`src/core/sas_pkg.sv`:
```
// Constants, field positions and encodings for the converter sequencer.
// Assumes one 250 MHz system clock and a byte-wide register port.
// Contract
// - Single step converts one channel per start
// - Single step stores result by channel index
// - Mode bits 6:5:4 pick conversion mode
// - Timer overflow starts; overflows ignored while busy
// - Code 00 with timer select else stopped
// - Writing code 01 starts conversion at once
// - Pin edge starts; edges ignored while busy
// - Every start method works with every mode
// - Early nibble limit check after four bits
// - Full eight-bit limit check if nibble inside
// - Limit interrupt enable gates limit request
// - Holding register drives output when enabled
// - Clock divider one to eight forms converter clock
// - Selected pins lose digital input when enabled
// - Keeps running in idle, completion wakes
// - No conversion in power-down modes
// - Enable bit activates converter and output
// - Done flag set by hardware, cleared by write
// - Done interrupt enable gates completion request
// - Divisor field value plus one divides clock
// - Limit flag shows result outside limits
// - Check-all bit else only input zero
// - Select bits 7:4 pick inputs 3:0
package sas_pkg;
  // ==========================================================
  // Register map
  localparam logic [7:0] SAS_ADDR_CTRL = 8'h97;
  localparam logic [7:0] SAS_ADDR_MODE_A = 8'hc0;
  localparam logic [7:0] SAS_ADDR_MODE_B = 8'ha1;
  localparam logic [7:0] SAS_ADDR_CHSEL = 8'ha3;
  localparam logic [7:0] SAS_ADDR_LIM_HI = 8'ha4;
  localparam logic [7:0] SAS_ADDR_LIM_LO = 8'ha5;
  localparam logic [7:0] SAS_ADDR_DAC = 8'ha6;
  localparam logic [7:0] SAS_ADDR_RES0 = 8'ha8;
  localparam logic [7:0] SAS_RST_REG = 8'h00;
  localparam logic [7:0] SAS_RST_LIM_HI = 8'hff;
  // ==========================================================
  // Field positions and writable masks
  localparam int SAS_CTRL_LIM_IE = 7;
  localparam int SAS_CTRL_DONE_IE = 6;
  localparam int SAS_CTRL_TMR_SEL = 5;
  localparam int SAS_CTRL_DONE = 3;
  localparam int SAS_CTRL_EN = 2;
  localparam int SAS_MODEA_LIM_FLAG = 7;
  localparam int SAS_MODEB_DAC_OE = 3;
  localparam int SAS_MODEB_CHK_ALL = 1;
  localparam logic [7:0] SAS_CTRL_WMASK = 8'he7;
  localparam logic [7:0] SAS_MODEA_WMASK = 8'h70;
  localparam logic [7:0] SAS_MODEB_WMASK = 8'hea;
  localparam logic [7:0] SAS_CHSEL_WMASK = 8'hf0;
  localparam logic [2:0] SAS_NIB_IDX = 3'h4;
  localparam logic [1:0] SAS_LAST_SLOT = 2'h3;
  // ==========================================================
  // Encodings
  typedef enum logic [1:0] {
    SAS_SC_TIMER = 2'b00,
    SAS_SC_NOW = 2'b01,
    SAS_SC_RSVD = 2'b10,
    SAS_SC_EDGE = 2'b11
  } sas_start_t;
  typedef enum logic [2:0] {
    SAS_MD_STEP = 3'b000,
    SAS_MD_PASS = 3'b001,
    SAS_MD_CONT = 3'b010,
    SAS_MD_SCAN = 3'b100
  } sas_mode_t;
  typedef enum logic [1:0] {
    SAS_IDLE = 2'b00,
    SAS_SAMPLE = 2'b01,
    SAS_CONVERT = 2'b10
  } sas_state_t;
endpackage : sas_pkg

```
`src/core/sas_sequencer.sv`:
```
// Sequencer for an 8-bit four-input successive-approximation converter.
// Assumes an outside comparator that reports input >= trial code each cycle.
//
// Design decision made here: strobed register access.
module sas_sequencer
  import sas_pkg::*;
#(
  parameter int ADDR_W = 8
)(
  input wire logic clk_sys,
  input wire logic rst,
  input wire logic [ADDR_W-1:0] reg_addr,
  input wire logic [7:0] reg_wdata,
  input wire logic reg_wr,
  input wire logic reg_rd,
  output logic [7:0] reg_rdata,
  input wire logic timer0_ovf,
  input wire logic edge_trigger_pin,
  input wire logic idle_mode,
  input wire logic power_down,
  input wire logic comp_ge,
  output logic sample_hold,
  output logic [1:0] mux_channel,
  output logic [7:0] sar_trial,
  output logic busy,
  output logic [3:0] dig_in_disconnect,
  output logic [7:0] dac_output_pin,
  output logic dac_drive,
  output logic irq_req,
  output logic idle_wake
);
  // ==========================================================
  // Helpers
  function automatic logic [1:0] sas_first(input logic [3:0] m);
    logic [1:0] r;
    r = 2'h0;
    for (int i = 3; i >= 0; i--)
    begin
      if (m[i])
        r = 2'(i);
    end
    return r;
  endfunction : sas_first

  function automatic logic sas_outside(input logic [7:0] v, input logic [7:0] lo,
                                       input logic [7:0] hi);
    return (v > hi) || (v < lo);
  endfunction : sas_outside

  // ==========================================================
  // Registers
  logic [7:0] ctrl_r, mode_a_r, mode_b_r, chsel_r, lim_hi_r, lim_lo_r, dac_r;
  logic [7:0] res_r [4];
  logic [7:0] rdata_r;
  sas_state_t st_r, st_nxt;
  logic [1:0] ch_r, ch_nxt, slot_r, slot_nxt;
  logic [3:0] pend_r, pend_nxt;
  logic [7:0] sar_r;
  logic [2:0] bit_r;
  logic [2:0] div_cnt_r;
  logic early_hit_r, edge_prev_r;
  logic sample_r, busy_r;
  logic [3:0] dig_r;
  logic dac_drive_r, irq_r, wake_r;

  logic wr_ctrl, wr_mode_a, run_ok, stop_code, go, tick, conv_end, done_evt, lim_evt;
  logic trig_timer, trig_now, trig_edge, chk_ok;
  logic [3:0] src, two_rest;
  logic [1:0] pick_ch, first_c, second_c, res_idx;
  logic [7:0] dv;
  sas_mode_t mode;
  sas_start_t scode;

  assign wr_ctrl = reg_wr && (reg_addr == ADDR_W'(SAS_ADDR_CTRL));
  assign wr_mode_a = reg_wr && (reg_addr == ADDR_W'(SAS_ADDR_MODE_A));
  assign mode = sas_mode_t'(mode_a_r[6:4]);
  assign scode = sas_start_t'(ctrl_r[1:0]);

  // ==========================================================
  // Start triggers, all usable in every mode
  // stop code when timer select clear
  assign stop_code = (scode == SAS_SC_TIMER) && !ctrl_r[SAS_CTRL_TMR_SEL];
  assign trig_timer = (scode == SAS_SC_TIMER) && ctrl_r[SAS_CTRL_TMR_SEL] && timer0_ovf;
  // Start is taken from the write itself, so the code needs no self-clear
  assign trig_now = wr_ctrl && (reg_wdata[1:0] == SAS_SC_NOW);
  assign trig_edge = (scode == SAS_SC_EDGE) && (edge_trigger_pin != edge_prev_r);
  // DAC mode borrows the converter, so no sampling while it drives out
  assign run_ok = ctrl_r[SAS_CTRL_EN] && !power_down && !mode_b_r[SAS_MODEB_DAC_OE]
                  && (chsel_r[7:4] != 4'h0);
  // Triggers count only from idle; while busy they fall away
  assign go = (st_r == SAS_IDLE) && run_ok && (trig_timer || trig_now || trig_edge);

  always_ff @(posedge clk_sys or posedge rst)
  begin
    if (rst)
      edge_prev_r <= 1'b0;
    else
      edge_prev_r <= edge_trigger_pin;
  end

  // ==========================================================
  // Converter clock divider
  assign tick = (div_cnt_r == 3'h0);

  always_ff @(posedge clk_sys or posedge rst)
  begin
    if (rst)
      div_cnt_r <= 3'h0;
    else if (st_r == SAS_IDLE || tick)
      div_cnt_r <= mode_b_r[7:5];
    else
      div_cnt_r <= 3'(div_cnt_r - 3'h1);
  end

  // ==========================================================
  // Channel choice
  assign src = (pend_r == 4'h0) ? chsel_r[7:4] : pend_r;
  assign pick_ch = sas_first(src);
  assign first_c = sas_first(chsel_r[7:4]);
  assign two_rest = chsel_r[7:4] & ~(4'h1 << first_c);
  assign second_c = sas_first(two_rest);
  assign dv = comp_ge ? sar_r : (sar_r & ~(8'h01 << bit_r));
  assign conv_end = (st_r == SAS_CONVERT) && tick && (bit_r == 3'h0);
  assign res_idx = (mode == SAS_MD_CONT) ? slot_r : ch_r;

  // ==========================================================
  // Sequencing
  always_comb
  begin
    st_nxt = st_r;
    ch_nxt = ch_r;
    pend_nxt = pend_r;
    slot_nxt = slot_r;
    done_evt = 1'b0;
    if (st_r != SAS_IDLE && (!run_ok || stop_code))
    begin
      st_nxt = SAS_IDLE;
      pend_nxt = 4'h0;
    end
    else
    begin
      case (st_r)
        SAS_IDLE:
        begin
          if (go)
          begin
            st_nxt = SAS_SAMPLE;
            if (mode == SAS_MD_CONT)
            begin
              ch_nxt = first_c;
              slot_nxt = 2'h0;
            end
            else
            begin
              ch_nxt = pick_ch;
              pend_nxt = src & ~(4'h1 << pick_ch);
            end
          end
        end
        SAS_SAMPLE:
        begin
          if (tick)
            st_nxt = SAS_CONVERT;
        end
        SAS_CONVERT:
        begin
          if (conv_end)
          begin
            case (mode)
              SAS_MD_PASS:
              begin
                if (pend_r != 4'h0)
                begin
                  st_nxt = SAS_SAMPLE;
                  ch_nxt = pick_ch;
                  pend_nxt = src & ~(4'h1 << pick_ch);
                end
                else
                begin
                  st_nxt = SAS_IDLE;
                  done_evt = 1'b1;
                end
              end
              SAS_MD_SCAN:
              begin
                st_nxt = SAS_SAMPLE;
                ch_nxt = pick_ch;
                pend_nxt = src & ~(4'h1 << pick_ch);
                done_evt = (pend_r == 4'h0);
              end
              SAS_MD_CONT:
              begin
                st_nxt = SAS_SAMPLE;
                slot_nxt = 2'(slot_r + 2'h1);
                // Dual channel alternates; fixed channel repeats
                ch_nxt = (!slot_r[0] && two_rest != 4'h0) ? second_c : first_c;
                done_evt = (slot_r == SAS_LAST_SLOT);
              end
              default:
              begin
                st_nxt = SAS_IDLE;
                done_evt = 1'b1;
              end
            endcase
          end
        end
        default:
          st_nxt = SAS_IDLE;
      endcase
    end
  end

  always_ff @(posedge clk_sys or posedge rst)
  begin
    if (rst)
    begin
      st_r <= SAS_IDLE;
      ch_r <= 2'h0;
      pend_r <= 4'h0;
      slot_r <= 2'h0;
    end
    else
    begin
      st_r <= st_nxt;
      ch_r <= ch_nxt;
      pend_r <= pend_nxt;
      slot_r <= slot_nxt;
    end
  end

  // ==========================================================
  // Successive approximation and limit check
  assign chk_ok = mode_b_r[SAS_MODEB_CHK_ALL] || (ch_r == 2'h0);
  always_comb
  begin
    lim_evt = 1'b0;
    if (st_r == SAS_CONVERT && tick && chk_ok && run_ok && !stop_code)
    begin
      if (bit_r == SAS_NIB_IDX)
        lim_evt = sas_outside({4'h0, dv[7:4]}, {4'h0, lim_lo_r[7:4]},
                              {4'h0, lim_hi_r[7:4]});
      else if (bit_r == 3'h0 && !early_hit_r)
        lim_evt = sas_outside(dv, lim_lo_r, lim_hi_r);
    end
  end

  always_ff @(posedge clk_sys or posedge rst)
  begin
    if (rst)
    begin
      sar_r <= 8'h80;
      bit_r <= 3'h7;
      early_hit_r <= 1'b0;
    end
    else if (st_r == SAS_SAMPLE)
    begin
      sar_r <= 8'h80;
      bit_r <= 3'h7;
      early_hit_r <= 1'b0;
    end
    else if (st_r == SAS_CONVERT && tick && bit_r != 3'h0)
    begin
      sar_r <= dv | (8'h01 << 3'(bit_r - 3'h1));
      bit_r <= 3'(bit_r - 3'h1);
      if (lim_evt)
        early_hit_r <= 1'b1;
    end
  end

  always_ff @(posedge clk_sys or posedge rst)
  begin
    if (rst)
    begin
      for (int i = 0; i < 4; i++)
        res_r[i] <= SAS_RST_REG;
    end
    else if (conv_end && run_ok && !stop_code)
      res_r[res_idx] <= dv;
  end

  // ==========================================================
  // Software registers
  always_ff @(posedge clk_sys or posedge rst)
  begin
    if (rst)
    begin
      mode_b_r <= SAS_RST_REG;
      chsel_r <= SAS_RST_REG;
      lim_hi_r <= SAS_RST_LIM_HI;
      lim_lo_r <= SAS_RST_REG;
      dac_r <= SAS_RST_REG;
    end
    else if (reg_wr)
    begin
      case (reg_addr)
        ADDR_W'(SAS_ADDR_MODE_B): mode_b_r <= reg_wdata & SAS_MODEB_WMASK;
        ADDR_W'(SAS_ADDR_CHSEL): chsel_r <= reg_wdata & SAS_CHSEL_WMASK;
        ADDR_W'(SAS_ADDR_LIM_HI): lim_hi_r <= reg_wdata;
        ADDR_W'(SAS_ADDR_LIM_LO): lim_lo_r <= reg_wdata;
        ADDR_W'(SAS_ADDR_DAC): dac_r <= reg_wdata;
        default: ;
      endcase
    end
  end

  // Flags: a hardware set in the same cycle beats the software clear
  always_ff @(posedge clk_sys or posedge rst)
  begin
    if (rst)
      ctrl_r <= SAS_RST_REG;
    else
    begin
      if (wr_ctrl)
        ctrl_r[7:5] <= reg_wdata[7:5];
      if (wr_ctrl)
        ctrl_r[2:0] <= reg_wdata[2:0];
      if (done_evt)
        ctrl_r[SAS_CTRL_DONE] <= 1'b1;
      else if (wr_ctrl && !reg_wdata[SAS_CTRL_DONE])
        ctrl_r[SAS_CTRL_DONE] <= 1'b0;
    end
  end

  always_ff @(posedge clk_sys or posedge rst)
  begin
    if (rst)
      mode_a_r <= SAS_RST_REG;
    else
    begin
      if (wr_mode_a)
        mode_a_r[6:4] <= reg_wdata[6:4];
      if (lim_evt)
        mode_a_r[SAS_MODEA_LIM_FLAG] <= 1'b1;
      else if (wr_mode_a && !reg_wdata[SAS_MODEA_LIM_FLAG])
        mode_a_r[SAS_MODEA_LIM_FLAG] <= 1'b0;
    end
  end

  always_ff @(posedge clk_sys or posedge rst)
  begin
    if (rst)
      rdata_r <= 8'h00;
    else if (reg_rd)
    begin
      case (reg_addr)
        ADDR_W'(SAS_ADDR_CTRL): rdata_r <= ctrl_r & 8'hef;
        ADDR_W'(SAS_ADDR_MODE_A): rdata_r <= mode_a_r & 8'hf0;
        ADDR_W'(SAS_ADDR_MODE_B): rdata_r <= mode_b_r;
        ADDR_W'(SAS_ADDR_CHSEL): rdata_r <= chsel_r;
        ADDR_W'(SAS_ADDR_LIM_HI): rdata_r <= lim_hi_r;
        ADDR_W'(SAS_ADDR_LIM_LO): rdata_r <= lim_lo_r;
        ADDR_W'(SAS_ADDR_DAC): rdata_r <= dac_r;
        ADDR_W'(SAS_ADDR_RES0): rdata_r <= res_r[0];
        ADDR_W'(SAS_ADDR_RES0 + 8'h01): rdata_r <= res_r[1];
        ADDR_W'(SAS_ADDR_RES0 + 8'h02): rdata_r <= res_r[2];
        ADDR_W'(SAS_ADDR_RES0 + 8'h03): rdata_r <= res_r[3];
        default: rdata_r <= 8'h00;
      endcase
    end
    else
      rdata_r <= 8'h00;
  end

  // ==========================================================
  // Registered outputs
  always_ff @(posedge clk_sys or posedge rst)
  begin
    if (rst)
    begin
      sample_r <= 1'b0;
      busy_r <= 1'b0;
      dig_r <= 4'h0;
      dac_drive_r <= 1'b0;
      irq_r <= 1'b0;
      wake_r <= 1'b0;
    end
    else
    begin
      sample_r <= (st_nxt == SAS_SAMPLE);
      busy_r <= (st_nxt != SAS_IDLE);
      dig_r <= chsel_r[7:4] & {4{ctrl_r[SAS_CTRL_EN]}};
      dac_drive_r <= ctrl_r[SAS_CTRL_EN] && mode_b_r[SAS_MODEB_DAC_OE];
      irq_r <= (ctrl_r[SAS_CTRL_DONE] && ctrl_r[SAS_CTRL_DONE_IE])
               || (mode_a_r[SAS_MODEA_LIM_FLAG] && ctrl_r[SAS_CTRL_LIM_IE]);
      wake_r <= idle_mode && ctrl_r[SAS_CTRL_DONE] && ctrl_r[SAS_CTRL_DONE_IE];
    end
  end

  assign reg_rdata = rdata_r;
  assign sample_hold = sample_r;
  assign mux_channel = ch_r;
  assign sar_trial = sar_r;
  assign busy = busy_r;
  assign dig_in_disconnect = dig_r;
  assign dac_output_pin = dac_r;
  assign dac_drive = dac_drive_r;
  assign irq_req = irq_r;
  assign idle_wake = wake_r;

  // ==========================================================
  // Checks
  a_now_starts: assert property (@(posedge clk_sys) disable iff (rst)
    (go && trig_now) |=> sample_hold ##0 busy)
    else $error("immediate start not taken");
  a_busy_ignores: assert property (@(posedge clk_sys) disable iff (rst)
    (st_r == SAS_CONVERT && timer0_ovf && !conv_end) |=> st_r != SAS_SAMPLE)
    else $error("trigger restarted busy converter");
  a_done_sets: assert property (@(posedge clk_sys) disable iff (rst)
    done_evt |=> ctrl_r[SAS_CTRL_DONE])
    else $error("done flag not set");
  a_done_holds: assert property (@(posedge clk_sys) disable iff (rst)
    (ctrl_r[SAS_CTRL_DONE] && !wr_ctrl) |=> ctrl_r[SAS_CTRL_DONE])
    else $error("done flag lost without write");
  a_pd_stops: assert property (@(posedge clk_sys) disable iff (rst)
    (power_down && st_r != SAS_IDLE) |=> st_r == SAS_IDLE ##1 !busy)
    else $error("converter runs in power-down");
  a_step_halts: assert property (@(posedge clk_sys) disable iff (rst)
    (conv_end && mode == SAS_MD_STEP && run_ok && !stop_code) |=> st_r == SAS_IDLE)
    else $error("single step did not halt");
  a_done_irq: assert property (@(posedge clk_sys) disable iff (rst)
    (ctrl_r[SAS_CTRL_DONE] && ctrl_r[SAS_CTRL_DONE_IE]) |=> irq_req)
    else $error("done request missing");
  a_lim_gate: assert property (@(posedge clk_sys) disable iff (rst)
    (!ctrl_r[SAS_CTRL_LIM_IE] && !ctrl_r[SAS_CTRL_DONE]) |=> !irq_req)
    else $error("limit request while disabled");
  a_lim_source: assert property (@(posedge clk_sys) disable iff (rst)
    $rose(mode_a_r[SAS_MODEA_LIM_FLAG])
      |-> ($past(mode_b_r[SAS_MODEB_CHK_ALL]) || $past(ch_r) == 2'h0))
    else $error("limit flag from unchecked input");
  a_dig_cut: assert property (@(posedge clk_sys) disable iff (rst)
    !ctrl_r[SAS_CTRL_EN] |=> dig_in_disconnect == 4'h0)
    else $error("digital input cut while disabled");
endmodule : sas_sequencer

```
`config.mk`:
```
export PLATFORM = sky130hd
export DESIGN_NAME = sas_sequencer
export DESIGN_NICKNAME = d
export VERILOG_FILES = /design/src/core/sas_pkg.sv /design/src/core/sas_sequencer.sv
export SDC_FILE = /design/constraint.sdc
export NUM_CORES = 1
export LEC_CHECK = 0
export BUFFER_PORTS_ARGS = -buffer_cell sky130_fd_sc_hd__buf_4
export CORE_MARGIN = 3
export CORE_UTILIZATION = 53
export DETAILED_ROUTE_END_ITERATION = 16
export GPL_ROUTABILITY_DRIVEN = 0
export PLACE_DENSITY = 0.8
export SYNTH_ARGS = -nofsm -noshare
export SYNTH_HDL_FRONTEND = slang
export SYNTH_SLANG_ARGS = --single-unit
```
`constraint.sdc`:
```
create_clock -name clk_sys -period 3.5 [get_ports clk_sys]
set_input_delay 0.175 -clock clk_sys [delete_from_list [all_inputs] [get_ports clk_sys]]
set_output_delay 0.175 -clock clk_sys [all_outputs]
set_load 0.05 [all_outputs]
```
==> results of run 1 <==
==> through the flow <==
step                power, W  area, um2  hold WS, ps  setup slack, ps
floorplan            0.00163       6450          206              187
global placement     0.00172       7000          300              973
detailed placement   0.00173       7000          304              848
CTS                  0.00338       7590         2.01              830
global route         0.00350       7590         3.04              555
finish               0.00337       7590         8.65              712
==> final cells by class <==
type	count	area, um2
Fill cell	887	4080
Timing Repair Buffer	64	485
Clock buffer	19	443
Sequential cell	119	2990
Inverter	32	123
Tap cell	143	179
Multi-Input combinational cell	419	3240
Clock inverter	13	125
==> worst min path at each step <==
stage | startpoint | end | slack, ps | cells past startpoint
CTS | idle_mode | idle_wake | 2 | 2
detailed placement | edge_trigger_pin | edge_prev_r | 300 | 1
global route | idle_mode | idle_wake | 3 | 2
finish | idle_mode | idle_wake | 9 | 2
global placement | edge_trigger_pin | edge_prev_r | 300 | 1
floorplan | edge_trigger_pin | edge_prev_r | 210 | 0
==> logic make-up after synthesis <==
family | count (synthesis)
simple gates | 167
compound gates | 132
flops | 119
mux | 89
buf+inv | 56
fa+ha+maj | 27
xor+xnor | 4
==> metal layers <==
metal / track usage (%) / vias up / part of all wire, %
li1: - / 2309 / -
met3: 6.68 / 50 / 7.3
met2: 42.3 / 249 / 48
met4: 11.1 / 0 / 3.2
met1: 35.3 / 2518 / 42
met5: 0 / - / 0
==> sequential cells by signal (all words and copies together) (netlist names), 2 cells and up <==
| signal | flops |
|---|---|
| ctrl_r | 7 |
| res_r | 32 |
| lim_hi_r | 8 |
| sar_trial | 8 |
| mode_b_r | 5 |
| pend_r | 4 |
| mux_channel | 2 |
| dac_output_pin | 8 |
| bit_r | 3 |
| mode | 3 |
| reg_rdata | 8 |
| slot_r | 2 |
| div_cnt_r | 3 |
| dig_in_disconnect | 4 |
| lim_lo_r | 8 |
| chsel_r | 4 |
| st_r | 2 |
==> placed cells by master (no fill, tap or decap), types with 8 or more instances in the layout <==
cell type	netlist	routed
sky130_fd_sc_hd__inv_1	32	31
sky130_fd_sc_hd__nand3_1	20	20
sky130_fd_sc_hd__and2_1	9	9
sky130_fd_sc_hd__a31oi_1	9	9
sky130_fd_sc_hd__buf_4	0	62
sky130_fd_sc_hd__mux2i_1	13	13
sky130_fd_sc_hd__nor3_1	15	15
sky130_fd_sc_hd__a21oi_1	25	25
sky130_fd_sc_hd__o21ai_0	28	28
sky130_fd_sc_hd__mux2_1	12	12
sky130_fd_sc_hd__mux2_2	53	53
sky130_fd_sc_hd__nor2_1	28	28
sky130_fd_sc_hd__mux2_4	8	8
sky130_fd_sc_hd__dfrtp_1	107	107
sky130_fd_sc_hd__nand2_1	35	35
sky130_fd_sc_hd__dfstp_2	12	12
sky130_fd_sc_hd__ha_1	25	25
sky130_fd_sc_hd__clkbuf_16	0	17
==> what timing repair did <==
item                       in CTS  in global routing
hold buffers                    2                  0
setup endpoints to repair       0                  0
setup buffers                   0                  0
hold endpoints to repair       60                  0
==> worst reg2reg max path, cell delays in order, from the launching register on <==
cell and delay, ps:
sky130_fd_sc_hd__dfstp_2 680, sky130_fd_sc_hd__inv_1 150, sky130_fd_sc_hd__a31oi_1 650, sky130_fd_sc_hd__ha_1 300, sky130_fd_sc_hd__or3_1 110, sky130_fd_sc_hd__a31oi_1 40
sky130_fd_sc_hd__or3_1 390, sky130_fd_sc_hd__a211oi_1 230, sky130_fd_sc_hd__o31ai_1 100
==> power breakdown <==
| part | leakage [nW] | total [W] | switching (W) | internal, W |
|---|---|---|---|---|
| logic | 1.73 | 0.000267 | 0.000165 | 0.000102 |
| clock network | 0.274 | 0.00166 | 0.000656 | 0.000999 |
| registers | 1.56 | 0.00145 | 0.0000352 | 0.00141 |
==> summary.md, run 1 <==
* run status: completed
* area of the mapped netlist: 6450 um2
* antenna cell count: 0
* Worst R2R Path Depth: 8
* post-synthesis sequential area ratio: 46.4%
* stages on the worst setup path: 8
* clock transition time at the flip-flop clock pins of the worst setup and hold paths: 60 ps
* simple-gate area share of the yosys netlist: 14.5%
* worst ir drop on vdd: 0.000602 V
* leakage component of the power: 3.57 nW
* number of enable flip-flop cells after synthesis: 0
* root buffer cell: sky130_fd_sc_hd__clkbuf_16
* net count after synthesis: 644
* Yosys warning total: 0
* worst-case headroom to the max-slew limit: 17.5%
* wire length reported by the detailed router: 17200 um
* H-tree Lvls: 4
* Max FO, Critical Path: 14
* sort of element at the end of the critical path: flip-flop
* Final min period: 2790 ps
* portion of netlist area occupied by mux cells: 16.3%
* number of synthesized register bits: 119
* per-cell via count in the routed design: 6.34
* total count of max-transition violations in the final report: 0
* global-route wire length before repair: 27200 um
* post-synthesis compound-gate area fraction: 13.7%
* total setup violations reported at the end of the flow: 0
* most frequently used flop master after synthesis: sky130_fd_sc_hd__dfrtp_1
* slowest stage cell, crit path: sky130_fd_sc_hd__dfstp_2
* sequence of cells on the critical path: inv_1, a31oi_1, ha_1, or3_1, a31oi_1, or3_1, a211oi_1, o31ai_1
* capture point of the critical path: mode_a_r[7]
* Resize count post-CTS: 0
* WL per Instance: 21.3 um
* via count of the routed design: 5126
* deepest clock path buffer count: 2
* largest net degree at the start of global routing: 76
* count leader, synth: sky130_fd_sc_hd__dfrtp_1
* type of element launching the critical path: flip-flop
* ratio of cells with drive above 1 in the final layout: 27.6%
* worst skew pair latency: 430 ps
* die width: 116 um
* power per standard cell area: 444 nW/um2
* Setup CP Type: flip-flop to flip-flop
* transition time at the pin with the least slew margin: 1230 ps
* number of distinct library cells after synthesis: 73
* async set-or-reset flop fraction in the synthesized netlist: 100%
* HPWL after DPL: 12400 um
* share of the clock period used by the worst path: 79.6%
* vias in the first global route: 5078
* setup TNS after final layout: 0 ps
* starting utilization of the core area: 55.3%
* floorplan die area: 13500 um2
* cell type with the highest aggregate area in the netlist: sky130_fd_sc_hd__dfrtp_1
* Worst R2R Setup Slack: 710 ps
* launch point of the critical path: bit_r[2]
* critical path's largest stage delay: 680 ps
* Critical R2R Launch: bit_r[2]
* xor and xnor fraction of the mapped netlist area: 0.543%
* io pins: 60
* Port Buffer Count: 59
* number of remaining DRC errors: 0
* final core occ: 65.0%
* Max Clock Skew: 7.69 ps
* count of standard-cell rows: 39
* count of buffer and inverter cells on the critical path: 1
* Die Span Y: 116 um
* max capacitance violation total: 0
* leading post-synthesis cells by cell area: sky130_fd_sc_hd__dfrtp_1 (41%), sky130_fd_sc_hd__mux2_2 (9.2%), sky130_fd_sc_hd__dfstp_2 (4.9%)
* router iterations before antenna repair: 6
* family with the most delay on the worst path: compound AO/OA/AOI/OAI gates
* Highest Clock Rate: 359 MHz
* final hold vios: 0
* GRT Resource Usage Total: 26.8%
* RSZ-0062 raised after global routing: no
* largest family of logic cells by synthesized area: multiplexers
* total grt overflow: 0
* number of instances in the synthesized netlist: 594
* count of routing violations after the opening detailed-route iteration: 516
* data arrival time of the critical path: 3080 ps
* CTS sink cnt: 119
* count of antenna-violating nets left after detailed routing: 0
* per-instance average area after synthesis: 10.9 um2
* top-area cell type share of the netlist area: 41.5%
* CTS tree: done
* dpl cells: 775
* data required time of the worst path: 3790 ps
* area share of fa/ha/maj cells after synthesis: 5.16%
* Final nets: 703
* P&R area growth vs syn: 17.6%
* Worst Hold Class: input port to flip-flop
* commonest cells in the netlist: sky130_fd_sc_hd__dfrtp_1 (107), sky130_fd_sc_hd__mux2_2 (53), sky130_fd_sc_hd__nand2_1 (35)
* Core Footprint: 11700 um2
* count of non-filler cells in the finished layout: 809
* Crit Reg-Reg Endpoint: mode_a_r[7]
* initial antenna violation count: 0
* TritonCTS buffer count: 17
Power figures use the tool's default switching activity.
==> run 2, diff against run 1 <==
- PLACE_DENSITY: 0.8 -> 0.77
- clock period: 3.5 -> 2.8 ns (I/O delays scaled with it)
==> run 2 against run 1 <==
Against the previous run:
- highest routed layer unchanged
- hold slack improved by 2.2 ps
- cell area rose by 2.4%
- clock-buffer cell count rose by 4
- register-to-register slack got worse by 570 ps
- combinational power rose by 33%
- largest power group unchanged
- core utilization rose by 1.6 points
- critical endpoint unchanged
- clock power rose by 28%
- sequential power rose by 24%
- non-clock buffer count rose by 19
- global-route usage fell by 0.35 points
==> summary.md, run 2 (synthesis results as in run 1) <==
* count of standard-cell rows: 39, unchanged
* sequential fraction of design power: 42.1%, was 42.9%
* Die Span Y: 116 um, unchanged
* power per standard cell area: 552 nW/um2, was 444 nW/um2
* clock transition time at the flip-flop clock pins of the worst setup and hold paths: 50 ps, was 60 ps
* run status: completed, unchanged
* P&R area growth vs syn: 20.4%, was 17.6%
* type of element launching the critical path: flip-flop, unchanged
* CTS sink cnt: 119, unchanged
* setup TNS after final layout: 0 ps, unchanged
* highest-count cells in the layout ignoring fill and taps: sky130_fd_sc_hd__dfrtp_1 (107), sky130_fd_sc_hd__buf_4 (79), sky130_fd_sc_hd__mux2_2 (53), was sky130_fd_sc_hd__dfrtp_1 (107), sky130_fd_sc_hd__buf_4 (62), sky130_fd_sc_hd__mux2_2 (53)
* most common library cell in the layout ignoring fill and taps: sky130_fd_sc_hd__dfrtp_1, unchanged
* flip-flop count of the largest register after layout: 32, unchanged
* Switching Power: 0.00101 W, was 0.000856 W
* cell count of the worst hold path: 3, was 2
* largest reg by FF count: res_r, unchanged
* Final min period: 2660 ps, was 2790 ps
* deepest clock path buffer count: 2, unchanged
* per-cell via count in the routed design: 6.31, was 6.34
* dpl cell area: 7100 um2, was 7000 um2
* Final nets: 722, was 703
* antenna cell count: 0, unchanged
* initial antenna violation count: 0, unchanged
* worst-case headroom to the max-slew limit: 19.4%, was 17.5%
* share of the clock period used by the worst path: 95.1%, was 79.6%
* overall power after layout: 0.00429 W, was 0.00337 W
* WL per Instance: 20.9 um, was 21.3 um
* transition time at the pin with the least slew margin: 1200 ps, was 1230 ps
* total area of sequential cells: 2990 um2, unchanged
* GRT Resource Usage Total: 26.4%, was 26.8%
* number of remaining DRC errors: 0, unchanged
* HPWL after DPL: 12500 um, was 12400 um
* floorplan die area: 13500 um2, unchanged
* global-route wire length before repair: 27400 um, was 27200 um
* Clk network pwr share: 49.6%, was 49.1%
* worst skew pair latency: 410 ps, was 430 ps
* count of antenna-violating nets left after detailed routing: 0, unchanged
* number of fill cells: 877, was 887
* power share of the combinational group: 8.3%, was 7.9%
* die width: 116 um, unchanged
* data arrival time of the critical path: 2930 ps, was 3080 ps
* RSZ-0062 raised after global routing: no, unchanged
* Worst Hold Class: input port to flip-flop, unchanged
* final instance area: 7770 um2, was 7590 um2
* leakage component of the power: 3.67 nW, was 3.57 nW
* Setup CP Type: flip-flop to flip-flop, unchanged
* total setup violations reported at the end of the flow: 0, unchanged
* wire length reported by the detailed router: 17300 um, was 17200 um
* final core occ: 66.6%, was 65.0%
* internal power contribution: 0.00327 W, was 0.00251 W
* Core Footprint: 11700 um2, unchanged
* root buffer cell: sky130_fd_sc_hd__clkbuf_16, unchanged
* Max FO, Critical Path: 4, was 14
* final hold vios: 0, unchanged
* Worst R2R Path Depth: 9, was 8
* Port Buffer Count: 59, unchanged
* GRT met3 Usage: 5.34%, was 6.68%
* Max Clock Skew: 9.43 ps, was 7.69 ps
* H-tree Lvls: 4, unchanged
* multi-input gate area in the final layout: 3270 um2, was 3240 um2
* Highest Clock Rate: 376 MHz, was 359 MHz
* data required time of the worst path: 3070 ps, was 3790 ps
* router iterations before antenna repair: 5, was 6
* total grt overflow: 0, unchanged
* via count of the routed design: 5215, was 5126
* net switching fraction of the power: 23.7%, was 25.4%
* TritonCTS buffer count: 17, unchanged
* ratio of cells with drive above 1 in the final layout: 29.7%, was 27.6%
* CTS tree: done, unchanged
* vias in the first global route: 5202, was 5078
* count of routing violations after the opening detailed-route iteration: 465, was 516
* met1 Resource Use GR: 35.5%, was 35.3%
* largest net degree at the start of global routing: 65, was 76
* total count of max-transition violations in the final report: 0, unchanged
* max capacitance violation total: 0, unchanged
* worst ir drop on vdd: 0.000498 V, was 0.000602 V
* sort of element at the end of the critical path: flip-flop, unchanged
* io pins: 60, unchanged
* global routing's busiest layer: met2, unchanged
* starting utilization of the core area: 55.3%, unchanged
* met2 capacity usage during global routing: 42.4%, was 42.3%
==> run 2: layout make-up <==
class                      instances  area share, %
multi-input combinational        419           42.0
tap                              143           2.30
inverter                          32           1.59
sequential                       119           38.5
clock inverter                     8           1.24
clock buffer                      23           6.15
timing repair buffer              83           8.15
==> run 2: through the flow <==
step                      setup slack, ps  hold WS [ps]  instances
after floorplan                       264           171        594
after global placement                278          38.5        789
after detailed placement              120          40.5        789
after CTS                            54.3          8.74        825
after global routing                 22.5          13.8        827
final                                 138          10.9        827
==> run 2: timing repair <==
action / CTS / global route
resized for setup: 1 / 4
pin swaps: 1 / 1
setup endpoints to repair: 1 / 1
endpoints found under the hold margin: 6 / 0
hold buffers: 4 / 0
buffers inserted: 1 / 2
==> run 2: worst paths after layout <==
kind / slack, ps / startpoint / to
max: 140 / bit_r[0] / mode_a_r[7]
min reg2reg: 470 / div_cnt_r[0] / div_cnt_r[0]
max in group asynchronous: 1630 / rst / res_r[21]
min: 10 / reg_wdata[2] / lim_lo_r[2]
max reg2reg: 140 / bit_r[0] / mode_a_r[7]
min in group asynchronous: 170 / rst / sar_trial[2]
==> run 2: critical path: stages (launching register included) <==
cell and delay (ps):
sky130_fd_sc_hd__dfstp_2 560, sky130_fd_sc_hd__ha_1 200, sky130_fd_sc_hd__inv_1 70, sky130_fd_sc_hd__o31a_1 350
sky130_fd_sc_hd__ha_1 320, sky130_fd_sc_hd__and3_1 230, sky130_fd_sc_hd__a221oi_2 330, sky130_fd_sc_hd__a221oi_2 120
sky130_fd_sc_hd__a211oi_2 230, sky130_fd_sc_hd__o31ai_2 100
==> run 2: power groups by stage <==
stage	Combinational, W	Clock, W	Sequential, W
after floorplan	0.000197	0	0.00184
after global placement	0.000324	0	0.00183
after detailed placement	0.000336	0	0.00183
after CTS	0.000346	0.00214	0.00180
after global routing	0.000386	0.00223	0.00181
final	0.000356	0.00213	0.00180
==> run 2: routing by layer <==
metal / routed length [um] / vias to the layer above
li1: - / 2341
met1: 7420 / 2625
met2: 8410 / 213
met3: 993 / 36
met4: 442 / 0
met5: 0 / -
